[src/design/apt_pkg.sv]
// Package of offsets, field positions, reset values and counts for the aux pin and PCM port.
`default_nettype none
package apt_pkg;
   // ****************************************
   // Register byte offsets
   // ****************************************
   localparam logic [11:0] OFS_GPIO_DIR = 12'h000;
   localparam logic [11:0] OFS_GPIO_OUT = 12'h004;
   localparam logic [11:0] OFS_GPIO_OD = 12'h008;
   localparam logic [11:0] OFS_GPIO_IN = 12'h00c;
   localparam logic [11:0] OFS_PCM_CTRL = 12'h010;
   localparam logic [11:0] OFS_CH0_CFG = 12'h014;
   localparam logic [11:0] OFS_CH1_CFG = 12'h018;
   localparam logic [11:0] OFS_IRQ_MODE = 12'h01c;
   localparam logic [11:0] OFS_IRQ_MASK = 12'h020;
   localparam logic [11:0] OFS_TOP_IRQ_STATUS = 12'h024;

   // ****************************************
   // Field positions
   // ****************************************
   localparam int CTRL_EN_BIT = 0;
   localparam int CTRL_FBMODE_BIT = 1;
   localparam int CTRL_TEST_BIT = 2;
   localparam int CFG_BUS_LSB = 0;
   localparam int CFG_TX_LSB = 4;
   localparam int CFG_RX_LSB = 8;
   localparam int CFG_EN_BIT = 12;
   localparam int IRQ_STAT_LSB = 6;
   localparam int IRQ_PIN_LSB = 3;
   localparam int PIN_RX = 1;

   // ****************************************
   // Widths and pin roles
   // ****************************************
   localparam int NUM_PINS = 5;
   localparam int NUM_CH = 2;
   localparam logic [4:0] PCM_PINS = 5'h07;
   localparam logic [4:0] PCM_OE_PINS = 5'h05;

   // ****************************************
   // Reset values
   // ****************************************
   localparam logic [4:0] RST_GPIO = 5'h00;
   localparam logic [2:0] RST_CTRL = 3'h0;
   localparam logic [12:0] RST_CH0_CFG = 13'h0000;
   localparam logic [12:0] RST_CH1_CFG = 13'h0001;
   localparam logic [1:0] RST_IRQ_MODE = 2'h0;
   localparam logic [1:0] RST_IRQ_MASK = 2'h3;

   // ****************************************
   // Clock divider counts, in double-rate clock edges
   // ****************************************
   localparam logic [7:0] FSO_DIV = 8'hc0;
   localparam logic [7:0] FSO_HIGH = 8'h02;
endpackage : apt_pkg
`default_nettype wire

[src/design/apt_aux_pcm.sv]
// Auxiliary pins, PCM timeslot switch and aux interrupt logic with an APB register slave.
`default_nettype none
module apt_aux_pcm (
   // Clock and reset
   input wire logic SYS_CLK,
   input wire logic RESET_N,
   // APB slave
   input wire logic PSEL,
   input wire logic PENABLE,
   input wire logic PWRITE,
   input wire logic [11:0] PADDR,
   input wire logic [31:0] PWDATA,
   output logic [31:0] PRDATA,
   output logic PREADY,
   output logic PSLVERR,
   // Auxiliary pins, bit 0 frame sync or bit clock out, 1 receive, 2 transmit, 3 and 4 interrupt capable
   input wire logic [4:0] AUX_PIN_IN,
   output logic [4:0] AUX_PIN_OUT,
   output logic [4:0] AUX_PIN_OE,
   // Shared serial bus timing
   input wire logic DOUBLE_RATE_BIT_CLOCK,
   input wire logic FRAME_SYNC,
   // Serial bus data lines
   input wire logic SERIAL_DOWNSTREAM_DATA_IN,
   output logic SERIAL_DOWNSTREAM_DATA_OUT,
   output logic SERIAL_DOWNSTREAM_DATA_OE,
   input wire logic SERIAL_UPSTREAM_DATA_IN,
   output logic SERIAL_UPSTREAM_DATA_OUT,
   output logic SERIAL_UPSTREAM_DATA_OE,
   // Host interrupt
   output logic IRQ_N
);

   // ****************************************
   // Reset release and input synchronisers
   // ****************************************
   logic [1:0] rst_sync_ff;
   logic rst_n;
   logic [8:0] in_meta_ff, in_sync_ff, in_raw;

   always_ff @(posedge SYS_CLK or negedge RESET_N) begin
      if (!RESET_N) begin
         rst_sync_ff <= 2'h0;
      end else begin
         rst_sync_ff <= {rst_sync_ff[0], 1'b1};
      end
   end
   assign rst_n = rst_sync_ff[1];

   // Every pin input is asynchronous to the system clock, so all pass two flops.
   // The aux bits reset to the idle high level, so leaving reset cannot look like an interrupt.
   assign in_raw = {SERIAL_UPSTREAM_DATA_IN, SERIAL_DOWNSTREAM_DATA_IN, FRAME_SYNC,
                    DOUBLE_RATE_BIT_CLOCK, AUX_PIN_IN};
   always_ff @(posedge SYS_CLK or negedge rst_n) begin
      if (!rst_n) begin
         in_meta_ff <= 9'h01f;
         in_sync_ff <= 9'h01f;
      end else begin
         in_meta_ff <= in_raw;
         in_sync_ff <= in_meta_ff;
      end
   end

   logic [4:0] aux_s;
   logic dcl_s, fsc_s, dd_s, du_s;
   assign aux_s = in_sync_ff[4:0];
   assign dcl_s = in_sync_ff[5];
   assign fsc_s = in_sync_ff[6];
   assign dd_s = in_sync_ff[7];
   assign du_s = in_sync_ff[8];

   // ****************************************
   // Registers and APB decode
   // ****************************************
   logic [4:0] dir_ff, out_ff, od_ff;
   logic [2:0] ctrl_ff;
   logic [12:0] cfg0_ff, cfg1_ff;
   logic [1:0] irq_mode_ff, mask_ff, pend_ff, stat_vis;
   logic [31:0] prdata_ff, rd_mux;

   logic setup_ph, wr_done, rd_done, addr_ok;
   logic sel_dir, sel_out, sel_od, sel_in, sel_ctrl, sel_cfg0, sel_cfg1, sel_mode, sel_mask, sel_stat;

   assign setup_ph = PSEL & ~PENABLE;
   assign wr_done = PSEL & PENABLE & PWRITE;
   assign rd_done = PSEL & PENABLE & ~PWRITE;
   assign sel_dir = PADDR == apt_pkg::OFS_GPIO_DIR;
   assign sel_out = PADDR == apt_pkg::OFS_GPIO_OUT;
   assign sel_od = PADDR == apt_pkg::OFS_GPIO_OD;
   assign sel_in = PADDR == apt_pkg::OFS_GPIO_IN;
   assign sel_ctrl = PADDR == apt_pkg::OFS_PCM_CTRL;
   assign sel_cfg0 = PADDR == apt_pkg::OFS_CH0_CFG;
   assign sel_cfg1 = PADDR == apt_pkg::OFS_CH1_CFG;
   assign sel_mode = PADDR == apt_pkg::OFS_IRQ_MODE;
   assign sel_mask = PADDR == apt_pkg::OFS_IRQ_MASK;
   assign sel_stat = PADDR == apt_pkg::OFS_TOP_IRQ_STATUS;
   assign addr_ok = sel_dir | sel_out | sel_od | sel_in | sel_ctrl | sel_cfg0 | sel_cfg1 |
                    sel_mode | sel_mask | sel_stat;
   assign stat_vis = pend_ff & ~mask_ff;

   // The pin level is taken in the setup cycle of the read itself.
   assign rd_mux = sel_dir ? {27'h0, dir_ff} :
                   sel_out ? {27'h0, out_ff} :
                   sel_od ? {27'h0, od_ff} :
                   sel_in ? {27'h0, aux_s} :
                   sel_ctrl ? {29'h0, ctrl_ff} :
                   sel_cfg0 ? {19'h0, cfg0_ff} :
                   sel_cfg1 ? {19'h0, cfg1_ff} :
                   sel_mode ? {30'h0, irq_mode_ff} :
                   sel_mask ? {24'h0, mask_ff, 6'h00} :
                   sel_stat ? {24'h0, stat_vis, 6'h00} :
                   32'h0;

   always_ff @(posedge SYS_CLK or negedge rst_n) begin
      if (!rst_n) begin
         prdata_ff <= 32'h0;
      end else if (setup_ph) begin
         prdata_ff <= rd_mux;
      end
   end

   // Reset leaves every pin an input, the PCM port off and both interrupts masked.
   always_ff @(posedge SYS_CLK or negedge rst_n) begin
      if (!rst_n) begin
         dir_ff <= apt_pkg::RST_GPIO;
         out_ff <= apt_pkg::RST_GPIO;
         od_ff <= apt_pkg::RST_GPIO;
         ctrl_ff <= apt_pkg::RST_CTRL;
         cfg0_ff <= apt_pkg::RST_CH0_CFG;
         cfg1_ff <= apt_pkg::RST_CH1_CFG;
         irq_mode_ff <= apt_pkg::RST_IRQ_MODE;
         mask_ff <= apt_pkg::RST_IRQ_MASK;
      end else if (wr_done) begin
         if (sel_dir) begin
            dir_ff <= PWDATA[4:0];
         end else if (sel_out) begin
            out_ff <= PWDATA[4:0];
         end else if (sel_od) begin
            od_ff <= PWDATA[4:0];
         end else if (sel_ctrl) begin
            ctrl_ff <= PWDATA[2:0];
         end else if (sel_cfg0) begin
            cfg0_ff <= PWDATA[12:0];
         end else if (sel_cfg1) begin
            cfg1_ff <= PWDATA[12:0];
         end else if (sel_mode) begin
            irq_mode_ff <= PWDATA[1:0];
         end else if (sel_mask) begin
            mask_ff <= PWDATA[7:6];
         end
      end
   end

   assign PRDATA = prdata_ff;
   assign PREADY = 1'b1;
   assign PSLVERR = PSEL & PENABLE & ~addr_ok;

   logic pcm_en, fb_bitclk, test_rev;
   assign pcm_en = ctrl_ff[apt_pkg::CTRL_EN_BIT];
   assign fb_bitclk = ctrl_ff[apt_pkg::CTRL_FBMODE_BIT];
   assign test_rev = ctrl_ff[apt_pkg::CTRL_TEST_BIT];

   // ****************************************
   // Aux pin interrupts
   // ****************************************
   logic [1:0] irq_lvl_prev_ff, irq_src, irq_ev, irq_clr, nxt_pend;
   logic int_n_ff;

   assign irq_src = aux_s[apt_pkg::IRQ_PIN_LSB +: 2];
   // Active low sources: edge mode takes the falling edge, level mode the low level.
   assign irq_ev = ~dir_ff[apt_pkg::IRQ_PIN_LSB +: 2] &
                   ((irq_mode_ff & irq_lvl_prev_ff & ~irq_src) | (~irq_mode_ff & ~irq_src));
   // Reading the status clears the unmasked bits pending in its access cycle; masked ones stay pending.
   assign irq_clr = (rd_done & sel_stat) ? stat_vis : 2'h0;
   // A new event in the clearing cycle wins over the clear.
   assign nxt_pend = irq_ev | (pend_ff & ~irq_clr);

   always_ff @(posedge SYS_CLK or negedge rst_n) begin
      if (!rst_n) begin
         irq_lvl_prev_ff <= 2'h3;
         pend_ff <= 2'h0;
         int_n_ff <= 1'b1;
      end else begin
         irq_lvl_prev_ff <= irq_src;
         pend_ff <= nxt_pend;
         int_n_ff <= ~|(nxt_pend & ~mask_ff);
      end
   end
   assign IRQ_N = int_n_ff;

   // ****************************************
   // Frame timing from the shared clock and sync
   // ****************************************
   logic dcl_prev_ff, fsc_prev_ff, dcl_rise, fsc_rise, sample_ev, drive_ev;
   logic [7:0] dcl_cnt_ff, nxt_dcl_cnt;
   logic [3:0] smp_slot, drv_slot;
   logic [2:0] drv_bit;

   assign dcl_rise = dcl_s & ~dcl_prev_ff;
   assign fsc_rise = fsc_s & ~fsc_prev_ff;
   // Both the PCM port and the serial bus count from the same sync edge.
   assign nxt_dcl_cnt = fsc_rise ? 8'h00 : (dcl_rise ? dcl_cnt_ff + 8'h01 : dcl_cnt_ff);
   // Two double-rate edges per bit: drive on the first, sample on the second.
   assign sample_ev = dcl_rise & ~fsc_rise & ~dcl_cnt_ff[0];
   assign drive_ev = fsc_rise | (dcl_rise & dcl_cnt_ff[0]);
   assign smp_slot = dcl_cnt_ff[7:4];
   assign drv_slot = nxt_dcl_cnt[7:4];
   assign drv_bit = nxt_dcl_cnt[3:1];

   always_ff @(posedge SYS_CLK or negedge rst_n) begin
      if (!rst_n) begin
         dcl_prev_ff <= 1'b0;
         fsc_prev_ff <= 1'b0;
         dcl_cnt_ff <= 8'h00;
      end else begin
         dcl_prev_ff <= dcl_s;
         fsc_prev_ff <= fsc_s;
         dcl_cnt_ff <= nxt_dcl_cnt;
      end
   end

   // ****************************************
   // Timeslot switch, one generate entry per B-channel
   // ****************************************
   logic [12:0] cfg [apt_pkg::NUM_CH];
   logic [1:0] tx_hit, tx_bit, bus_hit, bus_bit;
   logic dn_src, rx_line;

   assign cfg[0] = cfg0_ff;
   assign cfg[1] = cfg1_ff;
   assign dn_src = test_rev ? du_s : dd_s;
   assign rx_line = aux_s[apt_pkg::PIN_RX];

   for (genvar c = 0; c < apt_pkg::NUM_CH; c++) begin : g_ch
      logic [7:0] dn_sh_ff, up_sh_ff, dn_hold_ff, up_hold_ff;
      logic ch_en;
      logic [3:0] bus_slot, tx_slot, rx_slot;

      assign ch_en = pcm_en & cfg[c][apt_pkg::CFG_EN_BIT];
      assign bus_slot = cfg[c][apt_pkg::CFG_BUS_LSB +: 4];
      assign tx_slot = cfg[c][apt_pkg::CFG_TX_LSB +: 4];
      assign rx_slot = cfg[c][apt_pkg::CFG_RX_LSB +: 4];

      always_ff @(posedge SYS_CLK or negedge rst_n) begin
         if (!rst_n) begin
            dn_sh_ff <= 8'hff;
            up_sh_ff <= 8'hff;
            dn_hold_ff <= 8'hff;
            up_hold_ff <= 8'hff;
         end else begin
            if (sample_ev && smp_slot == bus_slot) begin
               dn_sh_ff <= {dn_sh_ff[6:0], dn_src};
            end
            if (sample_ev && smp_slot == rx_slot) begin
               up_sh_ff <= {up_sh_ff[6:0], rx_line};
            end
            // Octets caught in one frame are sent in the next one.
            if (fsc_rise) begin
               dn_hold_ff <= dn_sh_ff;
               up_hold_ff <= up_sh_ff;
            end
         end
      end

      // At the sync edge the hold register is still loading, so bit 7 comes from the shifter.
      assign tx_hit[c] = ch_en & (drv_slot == tx_slot);
      assign tx_bit[c] = fsc_rise ? dn_sh_ff[~drv_bit] : dn_hold_ff[~drv_bit];
      assign bus_hit[c] = ch_en & (drv_slot == bus_slot);
      assign bus_bit[c] = fsc_rise ? up_sh_ff[~drv_bit] : up_hold_ff[~drv_bit];
   end

   // ****************************************
   // Line drivers
   // ****************************************
   logic tdm_tx_ff, bus_drv_ff, bus_bit_ff;

   // Idle transmit slots rest high so an unused line looks like all ones.
   always_ff @(posedge SYS_CLK or negedge rst_n) begin
      if (!rst_n) begin
         tdm_tx_ff <= 1'b1;
         bus_drv_ff <= 1'b0;
         bus_bit_ff <= 1'b1;
      end else if (drive_ev) begin
         tdm_tx_ff <= (|tx_hit) ? |(tx_hit & tx_bit) : 1'b1;
         bus_drv_ff <= |bus_hit;
         bus_bit_ff <= |(bus_hit & bus_bit);
      end
   end

   // The bus line is only driven inside our own slot, other talkers own the rest.
   assign SERIAL_UPSTREAM_DATA_OUT = bus_bit_ff;
   assign SERIAL_UPSTREAM_DATA_OE = bus_drv_ff & ~test_rev;
   assign SERIAL_DOWNSTREAM_DATA_OUT = bus_bit_ff;
   assign SERIAL_DOWNSTREAM_DATA_OE = bus_drv_ff & test_rev;

   // ****************************************
   // Frame sync and bit clock generator
   // ****************************************
   logic [7:0] fs_cnt_ff;
   logic fso_ff, bclk_ff, frame_or_bitclock_out;

   always_ff @(posedge SYS_CLK or negedge rst_n) begin
      if (!rst_n) begin
         fs_cnt_ff <= 8'h00;
         fso_ff <= 1'b0;
         bclk_ff <= 1'b0;
      end else begin
         if (dcl_rise) begin
            fs_cnt_ff <= (fs_cnt_ff == apt_pkg::FSO_DIV - 8'h01) ? 8'h00 : fs_cnt_ff + 8'h01;
         end
         fso_ff <= fs_cnt_ff < apt_pkg::FSO_HIGH;
         bclk_ff <= ~nxt_dcl_cnt[0];
      end
   end
   assign frame_or_bitclock_out = fb_bitclk ? bclk_ff : fso_ff;

   // ****************************************
   // Pin multiplexing
   // ****************************************
   logic [4:0] gp_out, gp_oe, pcm_sel, pcm_out, pin_out_ff, pin_oe_ff;

   // Open drain only ever pulls low; releasing the pin stands for a one.
   assign gp_out = out_ff & ~od_ff;
   assign gp_oe = dir_ff & (~od_ff | ~out_ff);
   assign pcm_sel = pcm_en ? apt_pkg::PCM_PINS : 5'h00;
   assign pcm_out = {2'h0, tdm_tx_ff, 1'b0, frame_or_bitclock_out};

   always_ff @(posedge SYS_CLK or negedge rst_n) begin
      if (!rst_n) begin
         pin_out_ff <= 5'h00;
         pin_oe_ff <= 5'h00;
      end else begin
         pin_out_ff <= (pcm_sel & pcm_out) | (~pcm_sel & gp_out);
         pin_oe_ff <= (pcm_sel & apt_pkg::PCM_OE_PINS) | (~pcm_sel & gp_oe);
      end
   end
   assign AUX_PIN_OUT = pin_out_ff;
   assign AUX_PIN_OE = pin_oe_ff;

endmodule : apt_aux_pcm
`default_nettype wire

[config.mk]
export PLATFORM = sky130hd
export DESIGN_NAME = apt_aux_pcm
export DESIGN_NICKNAME = d
export VERILOG_FILES = /design/src/design/apt_pkg.sv /design/src/design/apt_aux_pcm.sv
export SDC_FILE = /design/constraint.sdc
export NUM_CORES = 1
export LEC_CHECK = 0
export BUFFER_PORTS_ARGS = -buffer_cell sky130_fd_sc_hd__buf_4
export CAP_MARGIN = 10
export CELL_PAD_IN_SITES_DETAIL_PLACEMENT = 1
export CELL_PAD_IN_SITES_GLOBAL_PLACEMENT = 1
export CORE_MARGIN = 4
export CORE_UTILIZATION = 45
export DETAILED_ROUTE_END_ITERATION = 12
export PLACE_DENSITY = 0.87
export SYNTH_ARGS = -nofsm -noshare
export SYNTH_HDL_FRONTEND = slang
export SYNTH_SLANG_ARGS = --single-unit
[constraint.sdc]
create_clock -name SYS_CLK -period 7.8 [get_ports SYS_CLK]
set_clock_uncertainty 0.15 [all_clocks]
set_input_delay 0.78 -clock SYS_CLK [delete_from_list [all_inputs] [get_ports SYS_CLK]]
set_output_delay 0.78 -clock SYS_CLK [all_outputs]
set_load 0.1 [all_outputs]
; ---- Yosys cells after proc, flatten, opt, wreduce, memory -nomap -nowiden
; Index checks and enable logic that the tools add are counted.
[op_classes]
n_addsub = 2
n_mul = 0
div = 0
order_cmp = 2
eq_ne = 18
n_shift = 0
muxes = 38
bitwise = 73
reduce_logical = 19
[ops]
columns = operator, n
row1 = $mux W13, 7
row2 = $eq A12 B5 Y1 const B, 4
row3 = $mux W8, 6
row4 = $eq A4 B4 Y1, 8
row5 = $bmux W1 S3, 8
row6 = $eq A12 B4 Y1 const B, 2
row7 = $eq A12 B6 Y1 const B, 2
row8 = $and A5 B5 Y5, 4
row9 = $and A1 B1 Y1, 19
row10 = $and A2 B2 Y2, 9
row11 = $add A8 B1 Y8 const B, 2
row12 = $not A1 Y1, 16
row13 = $mux W1, 15
row14 = $eq A12 B3 Y1 const B, 1
row15 = $logic_not A12 Y1, 1
row16 = $not A2 Y2, 5
row17 = $not A5 Y5, 2
row18 = $or A1 B1 Y1, 10
row19 = $or A3 B5 Y5, 2
row20 = $reduce_or A2 Y1, 5
row21 = $reduce_and A9 Y1, 1
row22 = $eq A8 B8 Y1 const B, 1
row23 = $lt A8 B2 Y1 const B, 1
row24 = $reduce_and A8 Y1, 1
row25 = other kinds (16), 20
[totals]
reg_bits = 202
latchBits = 0
ramBits = 0
mem_bits_ro = 0
input_bits = 58
out_inout_bits = 49
word_cells = 186
mem_count = 0

; ---- Logic depth before layout (Yosys ltp)
[logic_depth]
ltp_word = 12
depth_mapped = 8
mapped_depth_nobuf = 8

; ---- Least setup slack after synthesis
; Ideal clock, no wire load.
[synth_path]
path_type = input to output
startpoint = input port PADDR[3]
endpoint = output port PSLVERR
arrival_ns = 2.493
required_time_ns = 6.870
path_slack_ns = 4.377
cell_stages = 4
path_buffers = 1
cell_sequence = clkbuf_1 or2_2 a21oi_1 nor2_1
[synth_between]
elab_chain_len = 12
word_cells_on_any_way = 21
cone_classes = 9 x eq/ne / 11 x bitwise / 1 x reduce/logical
[synth_lines]
columns = element, line_no
row1 = start: declaration, apt_aux_pcm.sv:11  ; input wire logic [11:0] PADDR,
row2 = $eq A12 B3 Y1 or $logic_not A12 Y1 (tied branches), "apt_aux_pcm.sv:88, apt_aux_pcm.sv:87"
row3 = $or A1 B1 Y1 (7 in a row), apt_aux_pcm.sv:97  ; assign addr_ok = sel_dir | sel_out | sel_od | sel_in | sel_ctrl | sel_cfg0 | sel_cfg1 |
row4 = $or A1 B1 Y1, apt_aux_pcm.sv:98  ; sel_mode | sel_mask | sel_stat;
row5 = $or A1 B1 Y1 *, apt_aux_pcm.sv:98
row6 = $not A1 Y1 *, apt_aux_pcm.sv:156  ; assign PSLVERR = PSEL & PENABLE & ~addr_ok;
row7 = $and A1 B1 Y1 *, apt_aux_pcm.sv:156
row8 = end: declaration, apt_aux_pcm.sv:15  ; output logic PSLVERR,
; Mark *: on every way between the ends. The rest lies on a longest branch, timed or not.

; ---- Worst setup path after layout
[layout_path]
startpoint = register dcl_cnt_ff[1]
endpoint = register bus_bit_ff (netlist: SERIAL_DOWNSTREAM_DATA_OUT)
[layout_between]
elab_chain_len = 9
word_cells_on_any_way = 20
cone_classes = 1 x add/sub / 2 x eq/ne / 12 x mux / 4 x bitwise / 1 x reduce/logical
[layout_lines]
columns = element, line_no
row1 = start: declaration, apt_aux_pcm.sv:195  ; logic [7:0] dcl_cnt_ff, nxt_dcl_cnt;
row2 = start signal: assignment, apt_aux_pcm.sv:218  ; dcl_cnt_ff <= nxt_dcl_cnt;
row3 = $add A8 B1 Y8, apt_aux_pcm.sv:202  ; assign nxt_dcl_cnt = fsc_rise ? 8'h00 : (dcl_rise ? dcl_cnt_ff + 8'h01 : dcl_cnt_ff);
row4 = $mux W8 * (2 in a row), apt_aux_pcm.sv:202
row5 = $not A3 Y3, apt_aux_pcm.sv:269  ; assign bus_bit[c] = fsc_rise ? up_sh_ff[~drv_bit] : up_hold_ff[~drv_bit];
row6 = $bmux W1 S3, apt_aux_pcm.sv:269
row7 = $mux W1 (implied by the code), apt_aux_pcm.sv:269
row8 = $mux W1, apt_aux_pcm.sv:269
row9 = $and A2 B2 Y2 *, apt_aux_pcm.sv:286  ; bus_bit_ff <= |(bus_hit & bus_bit);
row10 = $reduce_or A2 Y1 *, apt_aux_pcm.sv:286
row11 = end signal: assignment, apt_aux_pcm.sv:286
row12 = end: declaration, apt_aux_pcm.sv:275  ; logic tdm_tx_ff, bus_drv_ff, bus_bit_ff;
; Mark *: on every way between the ends. The rest lies on a longest branch, timed or not. The select of a mux whose other input is x is not followed.
; A chain may end at the register's enable or synchronous reset.

==> impl_metrics.csv <==
group,metric,value,unit
status,status,"finished, final reports clean",
logic_synthesis,synthArstFlopShare,100,%
logic_synthesis,synthTopCellsByArea,"dfrtp_1 (30%), dfstp_2 (26%), mux2_2 (12%)",
floorplanning,die_y,144,µm
grt,grt_max_degree,87,
logic_synthesis,synth_edf_count,0,
worst_setup_path,cp_max_fo,10,
finish,diodes,0,
worst_setup_path,startpoint_type,"flop",
route,drtIter0Drc,420,
floorplanning,initial_utilization,46.0,%
floorplanning,rows,49,
route,dr_total_vias,5582,
sta,tns,0,ns
route,wl,20600,µm
logic_synthesis,ys_types,58,
finish,final_nets,828,
floorplanning,die_width,144,µm
job,max_cap_viol_count,0,
worst_setup_path,path_class,"flop to flop",
route,drc_errors,0,
logic_synthesis,ys_seq_elements,183,
sta,worstMarginPinSlew,1.20,ns
worst_hold_path,min_path_type,"flop to asynchronous set/reset pin",
worst_setup_path,worstSetupStartpoint,"dcl_cnt_ff[1]",
route,via_per_inst,5.53,
sta,hold_violations,0,
worst_setup_path,reg2reg_slack,4.44,ns
logic_synthesis,synth_top_area_share,30.5,%
finish,nFillCells,1900,
logic_synthesis,syn_area,8290,µm²
pwr,power.density,274,nW/µm²
sta,relSlewSlack,19.5,%
clock_tree,clk_pin_slew,0.08,ns
clock_tree,postCtsSetupBuffers,0,
placement,routabilityCongestion,0.891,
pwr,ir_worst_vdd,0.000173,V
logic_synthesis,synthCells,706,
sta,fin_hold_ws,0.0797,ns
sta,fmaxAchievable,0.297,GHz
clock_tree,clockRootBuffer,"clkbuf_16",
logic_synthesis,avgSynthCellArea,11.7,µm²
logic_synthesis,synth-main-ff-cell,"dfrtp_1",
pwr,total_power,2.61,mW
floorplanning,core,18000,µm²
worst_setup_path,worst_r2r_path_depth,7,
clock_tree,cts_tree,"done",
finish,final_util,52.8,%
grt,grt_pass1_wl,33600,µm
route,drt-pass1-iter-count,4,
sta,drv_slew,0,
clock_tree,htreeDepth,4,
worst_setup_path,critical_path_required,8.01,ns
grt,grt_pass1_vias,5991,
pwr,p_leak,4.32,nW
sta,rsz0062_at_grt,"no",
grt,grt_remaining_overflow,0,
worst_setup_path,reg2reg_from,"dcl_cnt_ff[1]",
placement,place_hpwl,13600,µm
route,wl_per_cell,20.4,µm
clock_tree,cts_sinks,183,
sta,timing.final.crit_period,3.36,ns
logic_synthesis,synth_area_leader_cell,"dfrtp_1",
placement,portBuffers,67,
worst_setup_path,cp-end-kind,"flop",
sta,period_share,43.1,%
clock_tree,cts_inserted_buffers,17,
finish,area_growth,14.8,%
finish,final_layout_size_suffix_gt1_share,37.7,%
worst_setup_path,r2r_end,"SERIAL_DOWNSTREAM_DATA_OUT",
grt,antenna_found_initial,0,
grt,grt_use_total,21.0,%
logic_synthesis,synth-warning-count,0,
worst_setup_path,arrival,3.58,ns
floorplanning,io_pins,107,
floorplanning,die_area,20700,µm²
clock_tree,clockBufferDepth,2,
sta,setup_viol,0,
route,antenna_left,0,
logic_synthesis,ys_seq_area_share,56.5,%
clock_tree,clk_latency,0.45,ns
-- metal layers --
| metal | up-vias | global-route usage, % | wire length, µm | part of all wire, % |
|---|---|---|---|---|
| met5 | - | 0 | 0 | 0 |
| met4 | 0 | 7.78 | 471 | 2.3 |
| met3 | 32 | 3.76 | 804 | 3.9 |
| met2 | 124 | 35.3 | 10500 | 51 |
| met1 | 2896 | 27.2 | 8840 | 43 |
| li1 | 2530 | - | - | - |
-- worst max-delay path, cell delays in order (launching register included) --
cell and delay, ns:
dfrtp_1 0.46, ha_1 0.20, nand3b_1 0.25, xor2_1 1.01, mux4_2 0.44, mux2_2 0.29, a222oi_1 0.33, o22ai_1 0.15
-- layout make-up --
class / count / area [µm²] / share of cell area (%)
multi-input cells: 483 / 3370 / 35.4
clock inverters: 13 / 140 / 1.47
repair buffers: 72 / 543 / 5.70
flip-flops and latches: 183 / 4690 / 49.2
well taps: 229 / 287 / 3.01
inverters: 10 / 37.5 / 0.394
clock buffers: 19 / 453 / 4.76
-- how the worst max path moves through the flow --
stage | to | slack (ns) | depth (start not counted)
after global routing | SERIAL_DOWNSTREAM_DATA_OUT | 4.23 | 7
after floorplan | AUX_PIN_OE[0] | 2.32 | 0
after global placement | cfg1_ff[2] | 4.62 | 5
final | SERIAL_DOWNSTREAM_DATA_OUT | 4.44 | 7
after CTS | SERIAL_DOWNSTREAM_DATA_OUT | 4.45 | 7
after detailed placement | SERIAL_DOWNSTREAM_DATA_OUT | 4.51 | 7
-- per-stage QoR --
step | cell area, µm² | std cells | setup WS, ns
final | 9520 | 1009 | 4.44
after global routing | 9520 | 1009 | 4.23
after CTS | 9520 | 1009 | 4.45
after detailed placement | 8920 | 976 | 4.51
after global placement | 8920 | 976 | 4.62
after floorplan | 8360 | 725 | 2.32
-- state kept, by name, indices dropped and copies added (netlist names), 2 cells and up --
register and cells:
g_ch.dn_sh_ff 16, in_meta_ff 9, PRDATA 13, pend_ff 2, cfg0_ff 13, g_ch.up_sh_ff 16, irq_lvl_prev_ff 2, in_sync_ff 9
cfg1_ff 13, dcl_cnt_ff 8, irq_mode_ff 2, fs_cnt_ff 8, ctrl_ff 3, AUX_PIN_OE 5, dir_ff 5, g_ch.up_hold_ff 16
rst_sync_ff 2, g_ch.dn_hold_ff 16, mask_ff 2, AUX_PIN_OUT 5, od_ff 5, out_ff 5
-- kinds of logic (layout without fill, tap and decap cells) --
logic type / Yosys count / after routing / share of synthesized area, %
AO/OA/AOI/OAI: 79 / 79 / 6.16
XOR/XNOR: 36 / 36 / 3.80
adder cells (fa/ha/maj): 3 / 3 / 0.453
buffers and inverters: 59 / 114 / 3.74
flip-flops: 183 / 183 / 56.5
multiplexers: 104 / 104 / 15.8
other: 2 / 21 / 0.0906
AND/OR/NAND/NOR: 240 / 240 / 13.5
-- cell usage after synthesis, types with 3 or more instances --
cell type and n:
a21boi_0 3, o31ai_1 4, clkbuf_1 20, dfrtp_1 101, o211ai_1 3, mux4_2 12
nor4_1 3, xor2_1 10, nor2b_1 10, o21ai_0 25, or3_1 5, buf_2 5
and2_1 4, nand2_1 136, mux2i_1 4, and3_1 3, nand3_1 10, nor2_1 27
nand2b_1 6, nor3_1 6, xnor2_1 26, o22ai_1 3, a21o_1 4, buf_4 22
inv_1 10, a22oi_1 8, mux2_2 87, nor3b_1 4, nand4_1 10, or4_1 4
ha_1 3, a21oi_1 12, dfstp_2 82, nand4b_1 3
-- what timing repair did --
item,CTS,global route
gates resized for setup,0,0
hold buffers,1,0
endpoints found under the hold margin,2,0
-- power breakdown --
| group | internal [mW] | switching (mW) | leakage, nW |
|---|---|---|---|
| sequential | 1.22 | 0.124 | 2.21 |
| clock | 0.467 | 0.403 | 0.290 |
| combinational | 0.176 | 0.217 | 1.81 |
-- cells in the final DEF, fill, tap and decap left out, types with 5 or more instances in the layout --
cell type,n
nand2b_1,6
xnor2_1,26
xor2_1,10
dfrtp_1,100
nor3_1,6
nor2_1,27
nand2_1,136
mux4_2,12
nand4_1,10
a21oi_1,12
buf_4,71
inv_1,10
nand3_1,10
a22oi_1,8
conb_1,21
dfstp_2,82
mux2_2,87
nor2b_1,9
o21ai_0,25
clkbuf_16,17
or3_1,5
(Power assumes the default switching activity.)
